==> src/logic/scfc_defines.vh <==
// Constants for the stabilization chain filter configuration bank
// Notes on behaviour
// - Primary-port writes accepted only while primary port owns stabilization control.
// - Gyro high-pass cutoff bits 5:4 select 16m/65m/260m/1.04 Hz; default 00.
// - Gyro high-pass filter applied only while bit 0 is set.
// - Gyro low-pass bits 2:1 select 335.5/232.0/171.1/609.0 Hz cutoff.
// - Accel full scale bits 7:6 decoded by scale mode and main power state.
// - Full scale chosen from main side is mirrored to accel_fs_eff while main accel is on and scale mode is clear.
// - Accel bandwidth bits 5:3 select eight typical bandwidths, 289 down to 4.14 Hz.
// - Self-test with clamp-disable clear forces every chain output to 8000h.
// - While gyro stabilization processing is on, first low-pass stage serves it only.
// - Auxiliary copies reset to zero; writable only in auxiliary control mode.
`ifndef SCFC_DEFINES_VH
`define SCFC_DEFINES_VH
`define SCFC_ADDR_GYRO_FILT 8'h71
`define SCFC_ADDR_ACCEL_CFG 8'h72
`define SCFC_RST_VAL 8'h00
`define SCFC_GYRO_WMASK 8'h37
`define SCFC_ACCEL_WMASK 8'hf9
`define SCFC_HP_EN_BIT 0
`define SCFC_LP_BW_LSB 1
`define SCFC_HP_CUT_LSB 4
`define SCFC_CLAMP_DIS_BIT 0
`define SCFC_XL_BW_LSB 3
`define SCFC_XL_FS_LSB 6
`define SCFC_CLAMP_VAL 16'h8000
// Full-scale codes: 0 = 2 g, 1 = 4 g, 2 = 8 g, 3 = 16 g
`define SCFC_FS_2G 2'h0
`define SCFC_FS_4G 2'h1
`define SCFC_FS_8G 2'h2
`define SCFC_FS_16G 2'h3
`endif

==> src/logic/scfc_stab_cfg.v <==
// Stabilization chain filter configuration registers, shared by two ports
`timescale 1ns/1ps
`include "scfc_defines.vh"
module scfc_stab_cfg #(
  parameter DW = 16 // Chain sample width
) (
  input wire sys_clk, // System clock
  input wire srst, // Synchronous reset, active high
  input wire primary_port_owns_stab, // 1: primary port has full control
  input wire pri_wr, // Primary port write strobe
  input wire [7:0] pri_addr, // Primary port address
  input wire [7:0] pri_wdata, // Primary port write data
  output wire [7:0] pri_rdata, // Primary port read data
  input wire aux_wr, // Auxiliary port write strobe
  input wire [7:0] aux_addr, // Auxiliary port address
  input wire [7:0] aux_wdata, // Auxiliary port write data
  output wire [7:0] aux_rdata, // Auxiliary port read data
  input wire accel_scale_mode, // Full-scale mode bit of main accel
  input wire main_accel_on, // Main accelerometer powered
  input wire [1:0] main_accel_fs, // Main-interface full scale code
  input wire gyro_stab_processing_en, // Gyro stabilization processing on
  input wire selftest_active, // Self-test in progress
  input wire [DW-1:0] gyro_raw, // Gyro chain sample before clamp
  input wire [DW-1:0] accel_raw, // Accel chain sample before clamp
  output reg [DW-1:0] gyro_out, // Gyro chain output
  output reg [DW-1:0] accel_out, // Accel chain output
  output reg gyro_highpass_enable, // High-pass filter applied
  output reg [1:0] gyro_highpass_cutoff, // High-pass cutoff select
  output reg [1:0] gyro_lowpass_bw, // Low-pass bandwidth select
  output reg first_lowpass_stage_to_stab, // First low-pass stage given to chain
  output reg [2:0] accel_stab_bandwidth, // Accel bandwidth select
  output reg [1:0] accel_fs_eff // Effective accel full scale code
);
  // Sign bit alone: the clamp word scales with the sample width
  localparam [DW-1:0] CLAMP_WORD = {1'b1, {(DW-1){1'b0}}};
  localparam NUM_CHAN = 2;
  localparam CH_GYRO = 0;
  localparam CH_ACCEL = 1;

  reg [7:0] gyro_filt_ff;
  reg [7:0] accel_cfg_ff;
  reg [7:0] nxt_gyro_filt;
  reg [7:0] nxt_accel_cfg;
  reg [1:0] nxt_fs;
  reg [1:0] fs_pd_code;
  reg [1:0] fs_lock_code;
  wire pri_we;
  wire aux_we;
  wire pri_hit_gyro;
  wire pri_hit_accel;
  wire aux_hit_gyro;
  wire aux_hit_accel;
  wire [1:0] fs_field;
  wire clamp;
  wire [DW-1:0] chan_raw [0:NUM_CHAN-1];
  wire [DW-1:0] chan_nxt [0:NUM_CHAN-1];

  // Ownership decides which port may write; the other reads the same copy
  assign pri_we = pri_wr & primary_port_owns_stab;
  assign aux_we = aux_wr & ~primary_port_owns_stab;

  assign pri_hit_gyro = pri_we & (pri_addr == `SCFC_ADDR_GYRO_FILT);
  assign pri_hit_accel = pri_we & (pri_addr == `SCFC_ADDR_ACCEL_CFG);
  assign aux_hit_gyro = aux_we & (aux_addr == `SCFC_ADDR_GYRO_FILT);
  assign aux_hit_accel = aux_we & (aux_addr == `SCFC_ADDR_ACCEL_CFG);

  // Reserved bits masked so a stray write cannot reach them
  always @* begin
    nxt_gyro_filt = gyro_filt_ff;
    if (pri_hit_gyro) begin
      nxt_gyro_filt = pri_wdata & `SCFC_GYRO_WMASK;
    end else if (aux_hit_gyro) begin
      nxt_gyro_filt = aux_wdata & `SCFC_GYRO_WMASK;
    end
  end

  always @* begin
    nxt_accel_cfg = accel_cfg_ff;
    if (pri_hit_accel) begin
      nxt_accel_cfg = pri_wdata & `SCFC_ACCEL_WMASK;
    end else if (aux_hit_accel) begin
      nxt_accel_cfg = aux_wdata & `SCFC_ACCEL_WMASK;
    end
  end

  always @(posedge sys_clk) begin
    if (srst) begin
      gyro_filt_ff <= `SCFC_RST_VAL;
    end else begin
      gyro_filt_ff <= nxt_gyro_filt;
    end
  end

  always @(posedge sys_clk) begin
    if (srst) begin
      accel_cfg_ff <= `SCFC_RST_VAL;
    end else begin
      accel_cfg_ff <= nxt_accel_cfg;
    end
  end

  assign fs_field = accel_cfg_ff[`SCFC_XL_FS_LSB +: 2];

  // Range table while the scale-mode bit is clear and main accel sleeps
  always @* begin
    fs_pd_code = `SCFC_FS_2G;
    case (fs_field)
      2'h0: begin
        fs_pd_code = `SCFC_FS_2G;
      end
      2'h1: begin
        fs_pd_code = `SCFC_FS_16G;
      end
      2'h2: begin
        fs_pd_code = `SCFC_FS_4G;
      end
      2'h3: begin
        fs_pd_code = `SCFC_FS_8G;
      end
      default: begin
        fs_pd_code = `SCFC_FS_2G;
      end
    endcase
  end

  // Range table while the scale-mode bit is set; 16 g is not reachable
  always @* begin
    fs_lock_code = `SCFC_FS_2G;
    case (fs_field)
      2'h0: begin
        fs_lock_code = `SCFC_FS_2G;
      end
      2'h1: begin
        fs_lock_code = `SCFC_FS_2G;
      end
      2'h2: begin
        fs_lock_code = `SCFC_FS_4G;
      end
      2'h3: begin
        fs_lock_code = `SCFC_FS_8G;
      end
      default: begin
        fs_lock_code = `SCFC_FS_2G;
      end
    endcase
  end

  always @* begin
    nxt_fs = fs_pd_code;
    if (accel_scale_mode) begin
      nxt_fs = fs_lock_code;
    end else if (main_accel_on) begin
      // Main side owns the range; mirror it so the chain reports it too
      nxt_fs = main_accel_fs;
    end
  end

  // Unmapped addresses read zero
  function [7:0] rd_mux;
    input [7:0] addr;
    begin
      if (addr == `SCFC_ADDR_GYRO_FILT)
        rd_mux = gyro_filt_ff;
      else if (addr == `SCFC_ADDR_ACCEL_CFG)
        rd_mux = accel_cfg_ff;
      else
        rd_mux = 8'h00;
    end
  endfunction

  assign pri_rdata = rd_mux(pri_addr);
  assign aux_rdata = rd_mux(aux_addr);

  assign clamp = selftest_active &
    ~accel_cfg_ff[`SCFC_CLAMP_DIS_BIT];

  assign chan_raw[CH_GYRO] = gyro_raw;
  assign chan_raw[CH_ACCEL] = accel_raw;

  genvar ch;
  generate
    for (ch = 0; ch < NUM_CHAN; ch = ch + 1) begin : g_chan
      assign chan_nxt[ch] = clamp ? CLAMP_WORD : chan_raw[ch];
    end
  endgenerate

  always @(posedge sys_clk) begin
    if (srst) begin
      gyro_out <= {DW{1'b0}};
      accel_out <= {DW{1'b0}};
    end else begin
      gyro_out <= chan_nxt[CH_GYRO];
      accel_out <= chan_nxt[CH_ACCEL];
    end
  end

  // Gyro filter controls follow the stored filter register; first-stage handover follows gyro_stab_processing_en
  always @(posedge sys_clk) begin
    if (srst) begin
      gyro_highpass_enable <= 1'b0;
      gyro_highpass_cutoff <= 2'h0;
      gyro_lowpass_bw <= 2'h0;
      first_lowpass_stage_to_stab <= 1'b0;
    end else begin
      gyro_highpass_enable <= gyro_filt_ff[`SCFC_HP_EN_BIT];
      gyro_highpass_cutoff <= gyro_filt_ff[`SCFC_HP_CUT_LSB +: 2];
      gyro_lowpass_bw <= gyro_filt_ff[`SCFC_LP_BW_LSB +: 2];
      first_lowpass_stage_to_stab <= gyro_stab_processing_en;
    end
  end

  // Accel bandwidth follows the stored register; range follows the decoded nxt_fs (main_accel_fs while main accel is on and scale mode is clear)
  always @(posedge sys_clk) begin
    if (srst) begin
      accel_stab_bandwidth <= 3'h0;
      accel_fs_eff <= `SCFC_FS_2G;
    end else begin
      accel_stab_bandwidth <= accel_cfg_ff[`SCFC_XL_BW_LSB +: 3];
      accel_fs_eff <= nxt_fs;
    end
  end
endmodule

==> config.mk <==
export PLATFORM = sky130hd
export DESIGN_NAME = scfc_stab_cfg
export DESIGN_NICKNAME = d
export VERILOG_FILES = /design/src/logic/scfc_stab_cfg.v
export VERILOG_INCLUDE_DIRS = /design/src /design/src/logic
export SDC_FILE = /design/constraint.sdc
export NUM_CORES = 1
export LEC_CHECK = 0
export BUFFER_PORTS_ARGS = -buffer_cell sky130_fd_sc_hd__buf_2
export CORE_UTILIZATION = 44
export CTS_CLUSTER_SIZE = 10
export DETAILED_ROUTE_END_ITERATION = 6
export PLACE_DENSITY = 0.84
export SYNTH_ARGS = -nofsm -noshare
export SYNTH_HDL_FRONTEND = slang
export SYNTH_SLANG_ARGS = --single-unit
==> constraint.sdc <==
create_clock -name sys_clk -period 3.2 [get_ports sys_clk]
set_clock_uncertainty 0.05 [all_clocks]
set_input_delay 0.32 -clock sys_clk [delete_from_list [all_inputs] [get_ports sys_clk]]
set_output_delay 0.32 -clock sys_clk [all_outputs]
set_load 0.05 [all_outputs]
==> results of run 1 <==
## sequential cells by signal, summed over array words and instances (netlist names), 2 cells and up
name,flops
accel_cfg_ff,6
accel_out,16
gyro_filt_ff,5
gyro_highpass_cutoff,2
accel_stab_bandwidth,3
accel_fs_eff,2
gyro_out,16
gyro_lowpass_bw,2
## stage by stage
step | worst slack [ns] | hold WS, ns | instance area [um2]
floorplan | 0.8369 | 0.3907 | 2017
global placement | 1.106 | 0.4480 | 2733
detailed placement | 1.074 | 0.4508 | 2733
CTS | 1.076 | 0.1567 | 2845
global route | 0.9626 | 0.1482 | 2845
finish | 1.080 | 0.1619 | 2845
## cells in the final DEF, fill, tap and decap left out, types with 4 or more instances in the layout
cell type  Yosys  routed
dfxtp_1       54      54
o221a_2        8       8
and2_1        35      35
nor2b_1       15      15
buf_2          0     133
ha_1           4       4
nor2_1        23      23
a21oi_1        9       9
a22oi_1        6       6
clkbuf_8       0       5
and3_1         5       5
## path summary, 6_finish.rpt
kind                                                 to  slack [ns]  cells after the start
worst max-delay path                       aux_rdata[3]        1.08                      5
worst min-delay path                       accel_out[5]        0.16                      2
worst max register to register          accel_fs_eff[0]        1.86                      6
worst min register to register  gyro_highpass_cutoff[1]        0.46                      1
## layout make-up
cell class                      instances  area, um2
Multi-Input combinational cell        132      905.9
Timing Repair Buffer                  134      673.1
Fill cell                             365       1539
Clock buffer                            5      68.82
Tap cell                               52      65.06
Inverter                                2      7.507
Clock inverter                          3      43.79
Sequential cell                        54       1081
## report_power, final
group	internal, W	switching, W
logic	0.0000638	0.000114
registers	0.000690	0.00000418
clock network	0.000234	0.000208
## worst max-delay path: stages
cell and delay, ns:
buf_2 0.12, or4b_4 0.57, nor2_1 0.31, and2_1 0.17
buf_2 0.25
## kinds of logic after synthesis
group | synth area share
adders and majority gates | 0.02481
DFF | 0.5360
buffers and inverters | 0.01489
and+or+nand+nor | 0.2922
AOI/OAI and AO/OA | 0.1222
muxes | 0.009926
## routing by layer
metal | wire length [um] | vias to the layer above
met5 | 0 | -
li1 | - | 944
met4 | 132 | 0
met1 | 1944 | 825
met2 | 2356 | 88
met3 | 323 | 13
==> impl_metrics.yaml, run 1 <==
clocking:
  cts_num_sinks: 54
  cts_htree_levels: 2
  cts.clk_slew.worst_paths_ns: 0.09
  post_cts_resized: 0
  clkLatencyLatePin_ns: 0.30
  tritoncts: "done"
  hold_buffers: 0
  cts_setup_buffers: 0
  cts_made_buffers: 5
  cts.root.buffer_cell: "clkbuf_8"
  clockBufferDepth: 2
timing:
  fmax_mhz: 471.7
  period_minus_slack_ns: 2.120
  slew_viol_final: 0
  report.final.hold_viol_count: 0
  relSlewSlack: 0.5984
  final.setup.tns_ns: 0
  rsz0062_at_grt: "no"
  period_share: 0.6625
  tightest_slew_ns: 0.5961
  finalSetupViolCount: 0
floorplanning:
  start_util: 0.4600
  dieWidth_um: 69.71
  dieArea_um2: 4859
  io_pins: 134
  core_area_um2: 4384
  row_count: 24
  die_h_um: 69.71
worst_setup_path:
  critPathMaxFanout: 6
  cp-startpoint: "aux_addr[7]"
  worstSetupPathType: "in2out"
  cp.arrival_ns: 1.75
  worstPathRequired_ns: 2.83
  worstReg2RegStart: "accel_cfg_ff[6]"
  cp-start-kind: "input pin"
  endpoint_kind: "primary output"
routing:
  first_pass_iters: 4
  avgRoutedWirePerCell_um: 12.45
  drc: 0
  via_per_inst: 4.895
  drtAntennaViolNets: 0
  wl_um: 4756
  vias: 1870
  drt_iter0_drc: 67
run_status:
  status: "finished, final reports clean"
logic_synthesis:
  synth_cell_type_count: 29
  yosys_warnings: 0
  syn_area_per_cell_um2: 10.40
  synth_common_cells: "dfxtp_1 (54), and2_1 (35), nor2_1 (23)"
  synth_flop_cell: "dfxtp_1"
  synth_nets: 273
  synth_top_area_cell: "dfxtp_1"
  yosysSeqAreaShare: 0.5360
  async_reset_ff_frac: 0
  synth_cells: 194
  synth_area_um2: 2017
  synth.area.top_cells: "dfxtp_1 (54%), and2_1 (11%), nor2b_1 (4.7%)"
  yosysMostFrequentCell: "dfxtp_1"
  synth_edf_count: 0
  ys_ff_latch: 54
  synth_top_area_frac: 0.5360
global_routing:
  use_met1: 0.2551
  met3_usage: 0.04070
  use_met2: 0.3441
  grt.busiest_layer: "met2"
  grt_usage: 0.2083
  antenna_found_initial: 0
  grt_pass1_wl_um: 8073
  grt-ovfl-total: 0
  grt_max_degree: 31
  grt_pass1_vias: 1810
placed_design:
  dp_hpwl_um: 3811
  place.gp.congestion: 0.8200
  dpl.cell_count: 374
  portBuffers: 133
flow_run:
  maxCapViolCount: 0
power_and_ir_drop:
  ir_drop_uv: 188.1
  powerDensity_nw_per_um2: 461.8
  p_leak_nw: 1.452
  finalPower_w: 0.001314
layout:
  syn_to_final_growth_pct: 41.07
  finalNonFillerCells: 382
  n_antenna_cell: 0
  layout-drive-gt1-share: 0.4818
  utilization: 0.6490
  fin_nets: 408
hold_path:
  worstHoldPathType: "in2reg"
  min_from: "accel_raw[5]"
(Power assumes the default switching activity.)
==> inputs of run 2 (changes only) <==
- CORE_UTILIZATION: 44 -> 41
- PLACE_DENSITY: 0.84 -> 0.79
- clock period: 3.2 -> 2.2 ns (I/O delays scaled with it)
==> impl_metrics.yaml, run 2 (same netlist as run 1, synthesis figures left out) <==
worst_setup_path:
  cp.arrival_ns: 1.47
  endpoint_kind: "primary output"
  cp-start-kind: "input pin"
  worstSetupPathType: "in2out"
  worstPathRequired_ns: 1.93
  ff2ff_path_depth: 6
  cpMostUsedCell: "buf_2"
  cp_slowest_cell: "or4b_4"
  critical_path.max_stage_delay_ns: 0.57
  path_cells: "buf_2, or4b_4, nor2_1, and2_1, buf_2"
  critPathMaxFanout: 4
layout:
  layout-drive-gt1-share: 0.4835
  mostFrequentLayoutCells: "buf_2 (133), dfxtp_1 (54), and2_1 (35)"
  utilization: 0.6056
  n_antenna_cell: 0
  final_common_cell: "buf_2"
  finalNonFillerCells: 400
  reg_top3: "accel_out (16), gyro_out (16), accel_cfg_ff (6)"
  syn_to_final_growth_pct: 41.81
  fin_nets: 411
  fillers: 424
clocking:
  clockBufferDepth: 2
  cts_made_buffers: 5
  cts_num_sinks: 54
  cts_htree_levels: 2
  tritoncts: "done"
  cts.root.buffer_cell: "clkbuf_8"
  post_cts_resized: 0
  cts_setup_buffers: 0
  hold_buffers: 0
  clkLatencyLatePin_ns: 0.30
  cts.clk_slew.worst_paths_ns: 0.09
global_routing:
  grt-ovfl-total: 0
  grt_pass1_vias: 1700
  grt_pass1_wl_um: 7355
  grt_usage: 0.1812
  grt_max_degree: 31
  antenna_found_initial: 0
routing:
  drtAntennaViolNets: 0
  first_pass_iters: 4
  drt_iter0_drc: 47
  via_per_inst: 4.623
  drc: 0
  avgRoutedWirePerCell_um: 12.16
  vias: 1849
  wl_um: 4863
timing:
  slew_viol_final: 0
  setup_ws_ns: 0.4600
  finalSetupViolCount: 0
  fmax_mhz: 574.7
  period_share: 0.7909
  final.setup.tns_ns: 0
  report.final.hold_viol_count: 0
  relSlewSlack: 0.6028
  period_minus_slack_ns: 1.740
  tightest_slew_ns: 0.5896
  worst_hold_slack_ns: 0.06255
  rsz0062_at_grt: "no"
floorplanning:
  die_h_um: 72.14
  row_count: 25
  start_util: 0.4270
  dieArea_um2: 5204
  dieWidth_um: 72.14
  io_pins: 134
  core_area_um2: 4723
hold_path:
  holdPathStages: 2
  worstHoldPathType: "in2reg"
run_status:
  status: "finished, final reports clean"
power_and_ir_drop:
  p_leak_nw: 1.454
  powerDensity_nw_per_um2: 623.9
  ir_drop_uv: 259.8
placed_design:
  place.gp.congestion: 0.8269
  post-place-ws_ns: 0.4471
  portBuffers: 133
  dp_hpwl_um: 3904
  dpl.cell_count: 392
flow_run:
  maxCapViolCount: 0
run 2: cell count changes in the layout (fill, tap and decap cells not counted), sizes merged:
cell and delta:
clkinv +1, inv -1, bufinv -1, buf +3, clkbuf +1
run 2: power breakdown:
part | internal (W) | switching (W) | leakage, nW
sequential | 0.00100 | 0.00000566 | 0.441
clock | 0.000225 | 0.000292 | 0.0452
combinational | 0.0000940 | 0.000165 | 0.968
total | 0.00132 | 0.000462 | 1.45
run 2: area by class of cell:
cell class	instances	area, um2	share of cell area
Clock inverter	2	13.76	0.004812
Inverter	2	7.507	0.002625
Clock buffer	6	72.57	0.02537
Sequential cell	54	1081	0.3780
Timing Repair Buffer	137	695.7	0.2432
Multi-Input combinational cell	132	905.9	0.3167
Tap cell	67	83.83	0.02931
run 2: critical path, delay by kind of cell:
| kind | cells | cell delay, ns |
|---|---|---|
| buffers and inverters | 2 | 0.37 |
| AND/OR/NAND/NOR | 3 | 0.88 |
run 2: final timing paths:
path	start	end	slack (ns)
max	aux_addr[7]	aux_rdata[3]	0.46
min reg2reg	gyro_filt_ff[1]	gyro_lowpass_bw[0]	0.46
max reg2reg	accel_cfg_ff[6]	accel_fs_eff[0]	0.84
min	accel_raw[7]	accel_out[7]	0.06
run 2: per-stage QoR:
stage,total power (W),instance area (um2)
finish,0.001785,2860
global route,0.001863,2860
CTS,0.001802,2860
detailed placement,0.001292,2774
global placement,0.001290,2774
floorplan,0.001185,2017
run 2: per-layer routing:
layer,share of wire,vias to the layer above,GRT usage,wire [um]
met4,0.0060,0,0.07190,29
met1,0.43,815,0.2005,2070
met5,0,-,0,0
met2,0.48,87,0.3281,2329
met3,0.089,2,0.04861,434
li1,-,945,-,-
==> inputs of run 3 (changes only) <==
- clock period: 2.2 -> 1.65 ns (I/O delays scaled with it)
==> impl_metrics.yaml, run 3 (same netlist as run 1, synthesis figures left out) <==
global_routing:
  grt_usage: 0.2002
  grt_pass1_wl_um: 7983
  antenna_found_initial: 0
  grt-ovfl-total: 0
  grt_max_degree: 31
  grt_pass1_vias: 1801
timing:
  tightest_slew_ns: 0.2940
  finalSetupViolCount: 0
  final.setup.tns_ns: 0
  period_share: 0.9725
  rsz0062_at_grt: "no"
  relSlewSlack: 0.8036
  report.final.hold_viol_count: 0
  worst_hold_slack_ns: 0.009538
  fmax_mhz: 623.2
  period_minus_slack_ns: 1.605
  slew_viol_final: 0
worst_setup_path:
  worstPathRequired_ns: 1.43
  endpoint_kind: "primary output"
  worstSetupPathType: "in2out"
  cp.arrival_ns: 1.39
  cp-start-kind: "input pin"
  critPathMaxFanout: 4
power_and_ir_drop:
  powerDensity_nw_per_um2: 856.5
  p_leak_nw: 1.554
  ir_drop_uv: 431.9
layout:
  mostFrequentLayoutCells: "buf_2 (132), dfxtp_1 (54), and2_1 (34)"
  n_antenna_cell: 0
  layout-drive-gt1-share: 0.4801
  finalNonFillerCells: 419
  reg_top3: "accel_out (16), gyro_out (16), accel_cfg_ff (6)"
  fin_nets: 430
  final_common_cell: "buf_2"
  syn_to_final_growth_pct: 52.42
hold_path:
  worstHoldPathType: "in2reg"
floorplanning:
  io_pins: 134
  core_area_um2: 4723
  dieWidth_um: 72.14
  die_h_um: 72.14
  dieArea_um2: 5204
  row_count: 25
  start_util: 0.4270
run_status:
  status: "finished, final reports clean"
routing:
  vias: 1935
  drc: 0
  wl_um: 5132
  first_pass_iters: 4
  drt_iter0_drc: 60
  avgRoutedWirePerCell_um: 12.25
  drtAntennaViolNets: 0
  via_per_inst: 4.618
placed_design:
  portBuffers: 133
  place.gp.congestion: 0.8563
  dp_hpwl_um: 3948
  dpl.cell_count: 398
clocking:
  cts_setup_buffers: 0
  tritoncts: "done"
  clockBufferDepth: 2
  cts.clk_slew.worst_paths_ns: 0.10
  cts.root.buffer_cell: "clkbuf_8"
  clkLatencyLatePin_ns: 0.30
  cts_made_buffers: 5
  cts_num_sinks: 54
  cts_htree_levels: 2
flow_run:
  maxCapViolCount: 0
run 3: metrics by stage:
step                  util  worst slack, ns  instance area, um2  total power (W)
floorplan                -          -0.4031                2018         0.001580
global placement    0.5971         -0.01084                2820         0.001726
detailed placement  0.5971         -0.04665                2820         0.001729
CTS                 0.6482          0.01364                3062         0.002660
global route        0.6509         0.003245                3074         0.002738
finish              0.6509          0.04530                3074         0.002633
run 3: critical path, stage by stage:
cell and delay (ns):
buf_2 0.12, or4b_4 0.57, nor2_1 0.16, and2_2 0.16
clkbuf_4 0.22
run 3: cell type report:
type	instances	area, um2
inverter	2	7.507
clock inverter	2	38.79
multi-input combinational	132	907.1
fill	390	1649
clock buffer	6	82.58
sequential	54	1081
timing repair buffer	156	873.3
tap	67	83.83
run 3: routing by layer:
layer  up-vias  global-route usage  part of all wire
met3         9             0.05139             0.073
met2        84              0.3666              0.49
met4         0             0.06972             0.017
met5         -                   0                 0
li1        980                   -                 -
met1       862              0.2236              0.42
run 3: power breakdown:
part	total, W	internal [W]	switching, W	leakage (nW)
Clock	0.000909	0.000499	0.000410	0.0618
Combinational	0.000378	0.000151	0.000226	1.05
Sequential	0.00135	0.00134	0.00000828	0.441
run 3: final timing paths:
check | slack, ns | depth (start not counted) | end | start
worst max register to register | 0.31 | 6 | accel_fs_eff[0] | accel_cfg_ff[6]
worst min register to register | 0.46 | 1 | gyro_lowpass_bw[0] | gyro_filt_ff[1]
worst min-delay path | 0.01 | 2 | gyro_out[3] | gyro_raw[3]
worst max-delay path | 0.05 | 5 | aux_rdata[3] | aux_addr[7]
run 3: repair_timing:
| item | in CTS | in global routing |
|---|---|---|
| hold buffers | 12 | 1 |
| resized for setup | 0 | 1 |
| setup endpoints to repair | 0 | 1 |
| endpoints found under the hold margin | 12 | 1 |
